===== src/core/bl_cfg.svh =====
// Register map, field positions, reset values and timing for the byte link host block.
// Assumes inclusion by bare name from the bl_prio and bl_host design files of the block.
`ifndef BL_CFG_SVH
`define BL_CFG_SVH

`define BL_ADDR_W        3
`define BL_OFF_SVEC      3'h0
`define BL_OFF_DATA      3'h1
`define BL_OFF_DELAY     3'h2
`define BL_OFF_PCTL      3'h3
`define BL_OFF_PDATA     3'h4
`define BL_OFF_DIR       3'h5
`define BL_OFF_CTL2      3'h6
`define BL_OFF_STAT      3'h7

`define BL_NPIN          7
`define BL_RST_BYTE      8'h00
`define BL_RST_PINS      7'h00
`define BL_RST_DELAY     8'h00

// Link control two fields
`define BL_C2_TX_END_OF_DATA_CMD       0
`define BL_C2_DIGITAL_LOOPBACK      1
`define BL_C2_ANALOG_LOOPBACK      2
// Delay config fields
`define BL_DLY_ATE       7
`define BL_DLY_RX_PIN_POLARITY     6
`define BL_DLY_OFF_HI    3
// Port control fields
`define BL_PC_EN         2
`define BL_PC_PUP        1
`define BL_PC_RDR        0
// Link pins: 0 receive, 1 transmit
`define BL_PIN_RX        0
`define BL_PIN_TX        1

// Source numbers (vector = code * 4)
`define BL_SRC_NONE      4'h0
`define BL_SRC_EOF       4'h1
`define BL_SRC_RX_RESPONSE_BYTE     4'h2
`define BL_SRC_RX_BYTE_FULL      4'h3
`define BL_SRC_TX_BYTE_EMPTY      4'h4
`define BL_SRC_LOA       4'h5
`define BL_SRC_CRC       4'h6
`define BL_SRC_INV       4'h7
`define BL_SRC_WAKE      4'h8
`define BL_NSRC          9

// Timing: bit time of the simplified serialiser, base delay figures
`define BL_CLK_MHZ       20
`define BL_BIT_US        64
`define BL_BIT_CYC       (`BL_BIT_US * `BL_CLK_MHZ)
`define BL_DLY_BASE_US   9
`define BL_DLY_STEP_US   1
`define BL_EXTRA_ONES    2
`define BL_BITS          8

`endif


===== src/core/bl_pkg.sv =====
// Types shared by the byte link host block.
// Assumes bl_cfg.svh for numeric constants.
package bl_pkg;
  typedef logic [7:0] bl_byte_t;
  typedef logic [3:0] bl_src_t;
  typedef enum logic [1:0] {BL_TX_IDLE, BL_TX_SHIFT, BL_TX_ONES, BL_TX_EOD} bl_tx_t;
endpackage


===== src/core/bl_prio.sv =====
// Priority encoder picking the highest pending source number.
// Assumes pending bit n means source n; bit 0 unused.
`timescale 1ns/1ps
`include "bl_cfg.svh"
module bl_prio
  import bl_pkg::*;
(
  input  wire logic [`BL_NSRC-1:0] i_pend,
  output bl_pkg::bl_src_t          o_src
);
  always_comb
  begin
    o_src = `BL_SRC_NONE;
    for (int n = 1; n < `BL_NSRC; n++)
    begin
      if (i_pend[n])
      begin
        o_src = 4'(n);
      end
    end
  end
endmodule


===== src/core/bl_host.sv =====
// Byte link controller register block: state vector, data buffers, delay config, port.
// Assumes a single-cycle register port and an external J1850 transceiver on pins.
`timescale 1ns/1ps
`include "bl_cfg.svh"
// Contract
// - State vector shows a 4-bit source code in bits 5..2.
// - Highest pending source shown; next one appears when it clears.
// - Vector read clears source, except rx full, response byte, tx empty.
// - Rx full and response byte clear after vector read then data read.
// - Tx empty clears after vector read then data write, or end-of-data command.
// - After invalid symbol clears, no rx or tx until end-of-frame seen.
// - Either loopback bit detaches the link; no bus data raises sources.
// - Data read returns last received byte; write hands byte to transmitter.
// - Shadow moves into shifter; tx empty rises after first bit shifted.
// - Full received byte goes to shadow, raising rx full (response byte if IFR); overwritten later.
// - Missing byte causes underrun; byte plus two ones, then transmitter off.
// - Aborted transmission reported as invalid symbol source.
// - Transceiver select 0 off-chip, 1 on-board; keep cleared.
// - Receive polarity 0 inverts receive pin, 1 passes it true.
// - Delay offset maps 0000 to 9 us, one us per step, 24 max.
// - Delay register readable always; one write normal, unlimited special.
// - Link enable 1 gives pins to link; 0 makes pins general I/O.
// - Pullup bit connects pullups; reduced-drive bit lowers drive strength.
// - Port data read returns pin level for inputs, latch for outputs.
// - Port writes leave link-driven pins alone; reset leaves all pins inputs.
// - End-of-data command sends end-of-data after the current byte.
// - Direction bit 1 makes pin output, 0 input.
module bl_host
  import bl_pkg::*;
(
  input  wire logic                    i_clk,
  input  wire logic                    i_arst_n,
  input  wire logic                    i_special,
  input  wire logic [`BL_ADDR_W-1:0]   i_addr,
  input  wire logic [7:0]              i_wdata,
  input  wire logic                    i_wr,
  input  wire logic                    i_rd,
  output bl_pkg::bl_byte_t             o_rdata,
  input  wire logic                    i_rx_byte,
  input  wire logic [7:0]              i_rx_data,
  input  wire logic                    i_rx_ifr,
  input  wire logic                    i_rx_eof,
  input  wire logic                    i_loa,
  input  wire logic                    i_crc_err,
  input  wire logic                    i_sym_err,
  input  wire logic                    i_wake,
  input  wire logic [`BL_NPIN-1:0]     i_pin,
  output logic      [`BL_NPIN-1:0]     o_pin,
  output logic      [`BL_NPIN-1:0]     o_pin_oe,
  output logic                         o_pullup,
  output logic                         o_reduced_drive,
  output logic                         o_link_active,
  output logic [3:0]                   o_delay_offset,
  output logic                         o_irq
);
  import bl_pkg::*;

  // Registers
  logic [7:0]              ctl2;
  logic [7:0]              delay_cfg;
  logic                    delay_locked;
  logic [2:0]              pctl;
  logic [`BL_NPIN-1:0]     pdata;
  logic [`BL_NPIN-1:0]     pdir;
  logic [`BL_NPIN-1:0]     pin_s1;
  logic [`BL_NPIN-1:0]     pin_s2;
  logic [`BL_NPIN-1:0]     pin_s3;
  logic [`BL_NPIN-1:0]     pin_lvl;
  bl_byte_t                rx_shadow;
  bl_byte_t                tx_shadow;
  logic                    tx_shadow_full;
  bl_byte_t                tx_shift;
  logic [3:0]              tx_bit;
  logic [15:0]             bit_cnt;
  bl_tx_t                  tx_state;
  logic                    eod_pend;
  logic                    inv_lock;
  logic [`BL_NSRC-1:0]     pend;
  logic                    svec_read;
  bl_src_t                 cur_src;
  bl_src_t                 next_src;
  logic                    link_on;
  logic                    link_rx;
  logic                    underrun;
  logic                    first_bit;
  logic                    tx_start;
  logic                    bit_tick;
  logic                    rx_pin_true;

  wire wr_data  = i_wr && (i_addr == `BL_OFF_DATA);
  wire rd_data  = i_rd && (i_addr == `BL_OFF_DATA);
  wire rd_svec  = i_rd && (i_addr == `BL_OFF_SVEC);
  wire wr_ctl2  = i_wr && (i_addr == `BL_OFF_CTL2);
  wire tx_end_of_data_cmd_set = wr_ctl2 && i_wdata[`BL_C2_TX_END_OF_DATA_CMD];

  bl_prio bl_prio_inst
  (
    .i_pend (pend),
    .o_src  (next_src)
  );

  // Link runs only when enabled, not in loopback, not waiting after invalid symbol
  assign link_rx = pctl[`BL_PC_EN]
                && !ctl2[`BL_C2_DIGITAL_LOOPBACK] && !ctl2[`BL_C2_ANALOG_LOOPBACK];
  assign link_on = link_rx && !inv_lock;

  // Pin synchroniser: change accepted once stages two and three agree
  always_ff @(posedge i_clk or negedge i_arst_n)
  begin
    if (!i_arst_n)
    begin
      pin_s1  <= `BL_RST_PINS;
      pin_s2  <= `BL_RST_PINS;
      pin_s3  <= `BL_RST_PINS;
      pin_lvl <= `BL_RST_PINS;
    end
    else
    begin
      pin_s1 <= i_pin;
      pin_s2 <= pin_s1;
      pin_s3 <= pin_s2;
      for (int n = 0; n < `BL_NPIN; n++)
      begin
        if (pin_s2[n] == pin_s3[n])
        begin
          pin_lvl[n] <= pin_s3[n];
        end
      end
    end
  end

  // Receive pin level seen by the codec, polarity corrected
  assign rx_pin_true = delay_cfg[`BL_DLY_RX_PIN_POLARITY] ? pin_lvl[`BL_PIN_RX]
                                                 : !pin_lvl[`BL_PIN_RX];

  // Control registers
  always_ff @(posedge i_clk or negedge i_arst_n)
  begin
    if (!i_arst_n)
    begin
      ctl2         <= `BL_RST_BYTE;
      delay_cfg    <= `BL_RST_DELAY;
      delay_locked <= 1'b0;
      pctl         <= 3'h0;
      pdir         <= `BL_RST_PINS;
      pdata        <= `BL_RST_PINS;
    end
    else
    begin
      if (wr_ctl2)
      begin
        ctl2 <= i_wdata & 8'hFE;
      end
      if (i_wr && i_addr == `BL_OFF_DELAY && (!delay_locked || i_special))
      begin
        delay_cfg    <= i_wdata;
        delay_locked <= 1'b1;
      end
      if (i_wr && i_addr == `BL_OFF_PCTL)
      begin
        pctl <= i_wdata[2:0];
      end
      if (i_wr && i_addr == `BL_OFF_DIR)
      begin
        pdir <= i_wdata[`BL_NPIN-1:0];
      end
      if (i_wr && i_addr == `BL_OFF_PDATA)
      begin
        pdata <= i_wdata[`BL_NPIN-1:0];
      end
    end
  end

  // Transmit bit timer
  assign bit_tick = (bit_cnt == 16'(`BL_BIT_CYC - 1));
  always_ff @(posedge i_clk or negedge i_arst_n)
  begin
    if (!i_arst_n)
    begin
      bit_cnt <= 16'h0000;
    end
    else if (tx_state == BL_TX_IDLE || bit_tick)
    begin
      bit_cnt <= 16'h0000;
    end
    else
    begin
      bit_cnt <= bit_cnt + 16'h0001;
    end
  end

  assign tx_start  = (tx_state == BL_TX_IDLE) && tx_shadow_full && link_on;
  assign first_bit = (tx_state == BL_TX_SHIFT) && bit_tick && (tx_bit == 4'h0);
  assign underrun  = (tx_state == BL_TX_SHIFT) && bit_tick
                  && (tx_bit == 4'(`BL_BITS - 1)) && !tx_shadow_full && !eod_pend;

  // Transmit shadow
  always_ff @(posedge i_clk or negedge i_arst_n)
  begin
    if (!i_arst_n)
    begin
      tx_shadow      <= `BL_RST_BYTE;
      tx_shadow_full <= 1'b0;
      eod_pend       <= 1'b0;
    end
    else
    begin
      if (wr_data)
      begin
        tx_shadow      <= i_wdata;
        tx_shadow_full <= 1'b1;
      end
      else if (tx_start || ((tx_state == BL_TX_SHIFT) && bit_tick
               && tx_bit == 4'(`BL_BITS - 1)))
      begin
        tx_shadow_full <= 1'b0;
      end
      if (tx_end_of_data_cmd_set)
      begin
        eod_pend <= 1'b1;
      end
      else if (tx_state == BL_TX_EOD)
      begin
        eod_pend <= 1'b0;
      end
    end
  end

  // Transmit serialiser
  always_ff @(posedge i_clk or negedge i_arst_n)
  begin
    if (!i_arst_n)
    begin
      tx_state <= BL_TX_IDLE;
      tx_shift <= `BL_RST_BYTE;
      tx_bit   <= 4'h0;
    end
    else if (!link_on && tx_state != BL_TX_ONES)
    begin
      tx_state <= BL_TX_IDLE;
    end
    else
    begin
      case (tx_state)
        BL_TX_IDLE:
        begin
          if (tx_start)
          begin
            tx_shift <= tx_shadow;
            tx_bit   <= 4'h0;
            tx_state <= BL_TX_SHIFT;
          end
        end
        BL_TX_SHIFT:
        begin
          if (bit_tick)
          begin
            tx_shift <= {tx_shift[6:0], 1'b0};
            tx_bit   <= tx_bit + 4'h1;
            if (tx_bit == 4'(`BL_BITS - 1))
            begin
              tx_bit <= 4'h0;
              if (tx_shadow_full)
              begin
                tx_shift <= tx_shadow;
              end
              else if (eod_pend)
              begin
                tx_state <= BL_TX_EOD;
              end
              else
              begin
                tx_state <= BL_TX_ONES;
              end
            end
          end
        end
        BL_TX_ONES:
        begin
          if (bit_tick)
          begin
            tx_bit <= tx_bit + 4'h1;
            if (tx_bit == 4'(`BL_EXTRA_ONES - 1))
            begin
              tx_state <= BL_TX_IDLE;
            end
          end
        end
        BL_TX_EOD:
        begin
          if (bit_tick)
          begin
            tx_state <= BL_TX_IDLE;
          end
        end
        default:
        begin
          tx_state <= BL_TX_IDLE;
        end
      endcase
    end
  end

  // Receive shadow, latest byte wins
  always_ff @(posedge i_clk or negedge i_arst_n)
  begin
    if (!i_arst_n)
    begin
      rx_shadow <= `BL_RST_BYTE;
    end
    else if (i_rx_byte && link_on)
    begin
      rx_shadow <= i_rx_data;
    end
  end

  // Pending sources; set wins over clear
  always_ff @(posedge i_clk or negedge i_arst_n)
  begin
    if (!i_arst_n)
    begin
      pend      <= '0;
      svec_read <= 1'b0;
      cur_src   <= `BL_SRC_NONE;
      inv_lock  <= 1'b0;
    end
    else
    begin
      if (rd_svec)
      begin
        cur_src   <= next_src;
        svec_read <= 1'b1;
        if (next_src != `BL_SRC_RX_BYTE_FULL && next_src != `BL_SRC_RX_RESPONSE_BYTE
            && next_src != `BL_SRC_TX_BYTE_EMPTY)
        begin
          pend[next_src] <= 1'b0;
          if (next_src == `BL_SRC_INV)
          begin
            inv_lock <= 1'b1;
          end
        end
      end
      if (svec_read && rd_data
          && (cur_src == `BL_SRC_RX_BYTE_FULL || cur_src == `BL_SRC_RX_RESPONSE_BYTE))
      begin
        pend[cur_src] <= 1'b0;
        svec_read     <= 1'b0;
      end
      if ((svec_read && wr_data && cur_src == `BL_SRC_TX_BYTE_EMPTY) || tx_end_of_data_cmd_set)
      begin
        pend[`BL_SRC_TX_BYTE_EMPTY] <= 1'b0;
        svec_read          <= 1'b0;
      end
      // End of frame still heard while locked; it is what releases the lock
      if (i_rx_eof && link_rx)
      begin
        inv_lock          <= 1'b0;
        pend[`BL_SRC_EOF] <= 1'b1;
      end
      if (link_on)
      begin
        if (i_rx_byte && i_rx_ifr)  pend[`BL_SRC_RX_RESPONSE_BYTE] <= 1'b1;
        if (i_rx_byte && !i_rx_ifr) pend[`BL_SRC_RX_BYTE_FULL]  <= 1'b1;
        if (i_loa)     pend[`BL_SRC_LOA]   <= 1'b1;
        if (i_crc_err) pend[`BL_SRC_CRC]   <= 1'b1;
        if (i_sym_err) pend[`BL_SRC_INV]   <= 1'b1;
        if (i_wake)    pend[`BL_SRC_WAKE]  <= 1'b1;
      end
      if (first_bit)
      begin
        pend[`BL_SRC_TX_BYTE_EMPTY] <= 1'b1;
      end
      if (underrun)
      begin
        pend[`BL_SRC_INV] <= 1'b1;
      end
    end
  end

  // Pins, read data and interrupt request
  always_ff @(posedge i_clk or negedge i_arst_n)
  begin
    if (!i_arst_n)
    begin
      o_pin           <= `BL_RST_PINS;
      o_pin_oe        <= `BL_RST_PINS;
      o_pullup        <= 1'b0;
      o_reduced_drive <= 1'b0;
      o_link_active   <= 1'b0;
      o_delay_offset  <= 4'h0;
      o_irq           <= 1'b0;
      o_rdata         <= `BL_RST_BYTE;
    end
    else
    begin
      o_pin    <= pdata;
      o_pin_oe <= pdir;
      if (pctl[`BL_PC_EN])
      begin
        o_pin_oe[`BL_PIN_RX] <= 1'b0;
        o_pin_oe[`BL_PIN_TX] <= 1'b1;
        o_pin[`BL_PIN_TX]    <= (tx_state == BL_TX_SHIFT) ? tx_shift[7]
                              : (tx_state == BL_TX_ONES);
      end
      o_pullup        <= pctl[`BL_PC_PUP];
      o_reduced_drive <= pctl[`BL_PC_RDR];
      o_link_active   <= link_on;
      o_delay_offset  <= delay_cfg[`BL_DLY_OFF_HI:0];
      o_irq           <= (next_src != `BL_SRC_NONE);
      case (i_addr)
        `BL_OFF_SVEC:  o_rdata <= {2'b00, next_src, 2'b00};
        `BL_OFF_DATA:  o_rdata <= rx_shadow;
        `BL_OFF_DELAY: o_rdata <= delay_cfg;
        `BL_OFF_PCTL:  o_rdata <= {5'h00, pctl};
        `BL_OFF_PDATA: o_rdata <= {1'b0, (pdir & pdata) | (~pdir & pin_lvl)};
        `BL_OFF_DIR:   o_rdata <= {1'b0, pdir};
        `BL_OFF_CTL2:  o_rdata <= ctl2;
        `BL_OFF_STAT:  o_rdata <= {5'h00, rx_pin_true, inv_lock, tx_shadow_full};
        default:       o_rdata <= `BL_RST_BYTE;
      endcase
    end
  end
endmodule


===== config.mk =====
export PLATFORM = sky130hd
export DESIGN_NAME = bl_host
export DESIGN_NICKNAME = d
export VERILOG_FILES = /design/src/core/bl_pkg.sv /design/src/core/bl_prio.sv /design/src/core/bl_host.sv
export VERILOG_INCLUDE_DIRS = /design/src /design/src/core
export SDC_FILE = /design/constraint.sdc
export NUM_CORES = 1
export LEC_CHECK = 0
export BUFFER_PORTS_ARGS = -buffer_cell sky130_fd_sc_hd__buf_4
export CAP_MARGIN = 20
export CORE_MARGIN = 2
export CORE_UTILIZATION = 51
export DETAILED_ROUTE_END_ITERATION = 16
export PLACE_DENSITY = 0.73
export SLEW_MARGIN = 25
export SYNTH_ARGS = -nofsm -noshare
export SYNTH_HDL_FRONTEND = slang
export SYNTH_SLANG_ARGS = --single-unit

===== constraint.sdc =====
create_clock -name i_clk -period 2.2 [get_ports i_clk]
set_clock_uncertainty 0.15 [all_clocks]
set_input_delay 0.66 -clock i_clk [delete_from_list [all_inputs] [get_ports i_clk]]
set_output_delay 0.66 -clock i_clk [all_outputs]
set_load 0.05 [all_outputs]

* Yosys cells after proc, flatten, opt, wreduce, memory -nomap -nowiden *
Cells that the tools add are included.

storage, ports and cells
  bits of input ports = 38
  bits in registers = 154
  logic and storage cells = 216
  output and inout bits = 30

cells by class
  magnitude comparators = 4
  reduce and logical (&&, ||, !) cells = 63
  add/sub/neg operators = 2
  muxes and demuxes = 64
  eq/ne operators = 38
  bitwise operators = 9

operators by type and width
  kind                   count
  $pmux 8 s8             1
  $logic_and 1x1->1      33
  $mux 8                 4
  $mux 1                 28
  $mux 9                 3
  $mux 2                 12
  $mux 4                 6
  $and 9x9->9            2
  $not 9->9              2
  $add 16x1->16 const B  1
  $eq 16x11->1 const B   1
  $mux 16                1
  $pmux 8 s2             1
  $ne 3x3->1 const B     5
  $and 7x7->7            2
  $eq 3x3->1 const B     4
  $eq 4x3->1 const B     3
  $mux 3                 4
  $pmux 4 s3             1
  $reduce_bool 2->1      6
  $lt 4x5->1 const B     2
  $logic_not 1->1        9
  $demux 1 s4            2
  $eq 4x2->1 const B     2
  other kinds (26)       45

* Longest topological paths before layout *
  depth in word-level cells = 21
  depth in mapped cells = 9
  mapped depth without buffers = 7

* By module *
A second synthesis with hierarchy kept.

second synthesis, totals
  cells, all modules = 504
  area total of the unflattened synthesis = 6517.5 µm²

by module, submodules not included
  module   cells each  instances  seq. area each (µm²)  area an instance (µm²)
  bl_host  492         1          3853.7                6442.4
  bl_prio  12          1          0.0                   75.1

* Worst setup path before layout *
OpenSTA, ideal clock, no wires.

  path kind = register to register
  from = reg bit_cnt[13]
  to = reg tx_shift[1]
  slack = -0.131 ns
  stages on the path, launching flop included = 7
  clock period less this slack = 2.331 ns
  buffers on the path = 1
  data required time = 1.925 ns
  arrival time = 2.056 ns
  library setup time = 0.125 ns
  path through = dfrtp_1 or4_4 nor4_4 nand3b_4 o21a_1 buf_6 mux2_4

on the way
  cells in the longest elaborated chain, start to end = 3

ends and longest elaborated chain
  what                        RTL line        RTL
  from (decl)                 bl_host.sv:74   logic [15:0] bit_cnt;
  from (signal assigned)      bl_host.sv:188  bit_cnt <= bit_cnt + 16'h0001;
  $eq 16x11->1                bl_host.sv:175  assign bit_tick = (bit_cnt == 16'(`BL_BIT_CYC - 1));
  $ne 2x2->1 (no line)        -
  $reduce_and 4->1 (no line)  -
  to (signal assigned)        bl_host.sv:235  tx_shift <= `BL_RST_BYTE;
  to (signal assigned)        bl_host.sv:249  tx_shift <= tx_shadow;
  to (signal assigned)        bl_host.sv:258  tx_shift <= {tx_shift[6:0], 1'b0};
  to (decl)                   bl_host.sv:72   bl_byte_t tx_shift;

Every way passes these cells.
A chain may end at the register's enable or synchronous reset.

* Worst setup path after layout *
  from = reg bit_cnt[13]
  to = reg tx_shift[4]

Same word-level chain as after synthesis.

==> summary.txt <==
status - complete, but fails checks
failing checks - setup timing
crit-path cells - or4_4 > nor4_4 > buf_4 > nand3b_4 > o21a_4 > mux2_4
LEAKAGE - 3.79 nW
gr usage total - 0.222
Arrival @ worst endpoint - 2450 ps
syn_nets - 558
worst r2r src - bit_cnt[13]
num rows - 40
I/O pins - 68
routed via count - 4422
sw frac - 0.311
Yosys top cell area share - 0.597
global-route wire length before repair - 22700 um
Post-Syn Area - 0.00641 mm^2
fmax - 0.434 GHz
Place WS - -156 ps
First-pass DRT Iterations - 6
Die Area - 0.0135 mm^2
RSZ-0062 raised after global routing - true
die height - 116 um
ANT cells - 0
CTS Buf Count - 17
fin crit period - 2300 ps
Yosys top cell by area - dfrtp_1
routed len/inst - 17.1 um
fin area - 0.00817 mm^2
Slew headroom - 0.678
cell count after synthesis - 512
Starting DRT DRC Count - 398
distinct cell type count after synthesis - 64
most frequent cells in the layout - dfrtp_1 (153), buf_4 (117), mux2_2 (57)
clock buffer depth - 2
clk root buf - clkbuf_16
P_sw - 2.88 mW
R2R Setup Slk - -100 ps
Core ar. - 0.0122 mm^2
Setup WS post-layout - -103 ps
Max Slew Vio Count - 0
Final setup viols - 12
Layout Nets - 683
yosys synthesis warning count - 0
Combinational Power Share - 0.266
Layout Area Growth over Synthesis - 27.5%
Buffers on Ports - 67
Worst EP required - 2350 ps
CP max-delay cell - or4_4
Worst Setup End Kind - register
antenna violations before repair - 0
reg2reg end - tx_shift[4]
fin crit share - 1.05
vias per cell - 5.42
post-route DRC violation count - 0
Cells after DPL - 782
TritonCTS Sinks - 153
Worst path max stage delay - 550 ps
worst min path class - register to register
H-tree levels - 4
final hold viol count - 0
vias in the first global route - 4506
Clock Power Share - 0.312
Synth async-reset ratio - 1.00
worst slew pin tran - 478 ps
post-synthesis sequential area ratio - 0.597
share of post-route cells with drive strength above 1 - 0.367
Worst R2R Path Depth - 6
Starting Density - 0.527
PD cells - 1130 mW/mm^2
GRT Residual Overflow - 0
#FFs+latches synth - 153
placed cell areas - 0.00747 mm^2
die width - 116 um
largest net degree at the start of global routing - 62
internal power - 6.37 mW
Setup crit start kind - register
Worst Hold Path EP - pin_s2[0]
number of flops mapped to enable cells by yosys - 0
CTS tree - yes
maximum VDD drop - 0.754 mV
crit path kind - register to register
synth top area cells - dfrtp_1 (60%), mux2_2 (10%), nand2_1 (2.0%), nor2_1 (1.9%), mux2_4 (1.6%)
Main synth FF type - dfrtp_1
worst skew pair latency - 420 ps
Mapped Avg Cell Area - 12.5 um^2
hold path cells - 0
commonest non-fill, non-tap cell in the layout - dfrtp_1
max_cap viols - 0
DRT antenna net count - 0
register share of total power - 0.422
hpwl dp - 9850 um
Clock transition at path regs - 60 ps
HP Start - pin_s1[0]
RePlAce Congestion - 0.858
WL final - 14000 um
final std cells w/o fill - 816
CP Max Fanout - 8
## worst max path at each step
stage	startpoint	end
after floorplan	bit_cnt[9]	tx_shift[1]
after global placement	bit_cnt[15]	tx_shift[4]
after detailed placement	bit_cnt[15]	tx_shift[4]
after CTS	bit_cnt[12]	tx_shift[4]
after global routing	bit_cnt[13]	tx_bit[2]
final	bit_cnt[13]	tx_shift[4]
## per-layer routing
| layer | vias up | global-route usage | part of all wire |
|---|---|---|---|
| met2 | 126 | 0.358 | 0.49 |
| met1 | 2206 | 0.293 | 0.45 |
| li1 | 2072 | - | - |
| met4 | 0 | 0.0825 | 0.017 |
| met3 | 18 | 0.0592 | 0.044 |
| met5 | - | 0 | 0 |
## power groups by stage
| stage | Sequential, mW | Clock, mW | Combinational, mW |
|---|---|---|---|
| after floorplan | 4.21 | 0 | 1.23 |
| after global placement | 3.89 | 0 | 2.30 |
| after detailed placement | 3.93 | 0 | 2.37 |
| after CTS | 3.90 | 2.93 | 2.39 |
| after global routing | 3.98 | 3.05 | 2.67 |
| final | 3.90 | 2.88 | 2.47 |
## cells in the mapped netlist, drive strengths merged, types with 3 or more instances
cell type,n
a21o,4
a21oi,20
a221oi,3
a22o,6
a22oi,6
a2bb2oi,3
and2,6
and3,6
buf,5
clkbuf,12
dfrtp,153
ha,8
inv,16
maj3,7
mux2,64
mux2i,5
nand2,34
nand2b,5
nand3,18
nand4,6
nor2,33
nor2b,7
nor3,5
nor3b,3
o211ai,4
o21ai,19
or2,5
or3,3
or4b,3
xnor2,4
xor2,10
## state kept, by name, summed over array words and instances (netlist names), 2 cells and up
signal and flops:
pin_lvl 7, tx_shadow 8, pin_s1 7, pin_s2 7, delay_cfg 8, o_delay_offset 4
tx_bit 4, o_pin 7, bit_cnt 16, rx_shadow 8, pdata 7, ctl2 7
tx_shift 8, o_rdata 8, pin_s3 7, tx_state 2, pdir 7, pctl 3
pend 8, o_pin_oe 7, cur_src 4
## kinds of logic (layout without fill, tap and decap cells)
family / after synthesis / after routing / share of synthesized area
AO/OA/AOI/OAI: 84 / 84 / 0.0892
adder cells (fa/ha/maj): 15 / 15 / 0.0265
multiplexers: 69 / 69 / 0.124
XOR/XNOR: 14 / 14 / 0.0191
buffers and inverters: 33 / 169 / 0.0224
flip-flops: 153 / 153 / 0.597
AND/OR/NAND/NOR: 144 / 144 / 0.121
## timing repair
action	in CTS	in global routing
buffers inserted	3	0
hold buffers	1	0
endpoints found under the setup margin	16	29
hold endpoints to repair	17	0
resized for setup	8	12
pin swaps	1	4
## stage by stage
step                      setup TNS, ps   util  hold slack (ps)  total power [mW]
after global routing              -1440  0.672              175              9.70
after detailed placement          -1500  0.614              185              6.30
final                              -942  0.672              197              9.25
after CTS                          -889  0.667              186              9.23
after global placement             -703  0.614              183              6.20
after floorplan                    -902      -              181              5.44
## critical path, delay by kind of cell (launching register included)
family / cells / cell delay, ps
flip-flops: 1 / 380
buffers and inverters: 1 / 180
multiplexers: 1 / 310
AO/OA/AOI/OAI: 1 / 260
AND/OR/NAND/NOR: 3 / 910
## final cells by class
type	instances	area, um^2
clock inverters	8	121
clock buffers	22	464
flip-flops and latches	153	3830
multi-input cells	326	2520
repair buffers	123	971
well taps	168	210
fillers	898	3990
inverters	16	60.1
No activity file was read; power rests on OpenSTA's default activity.
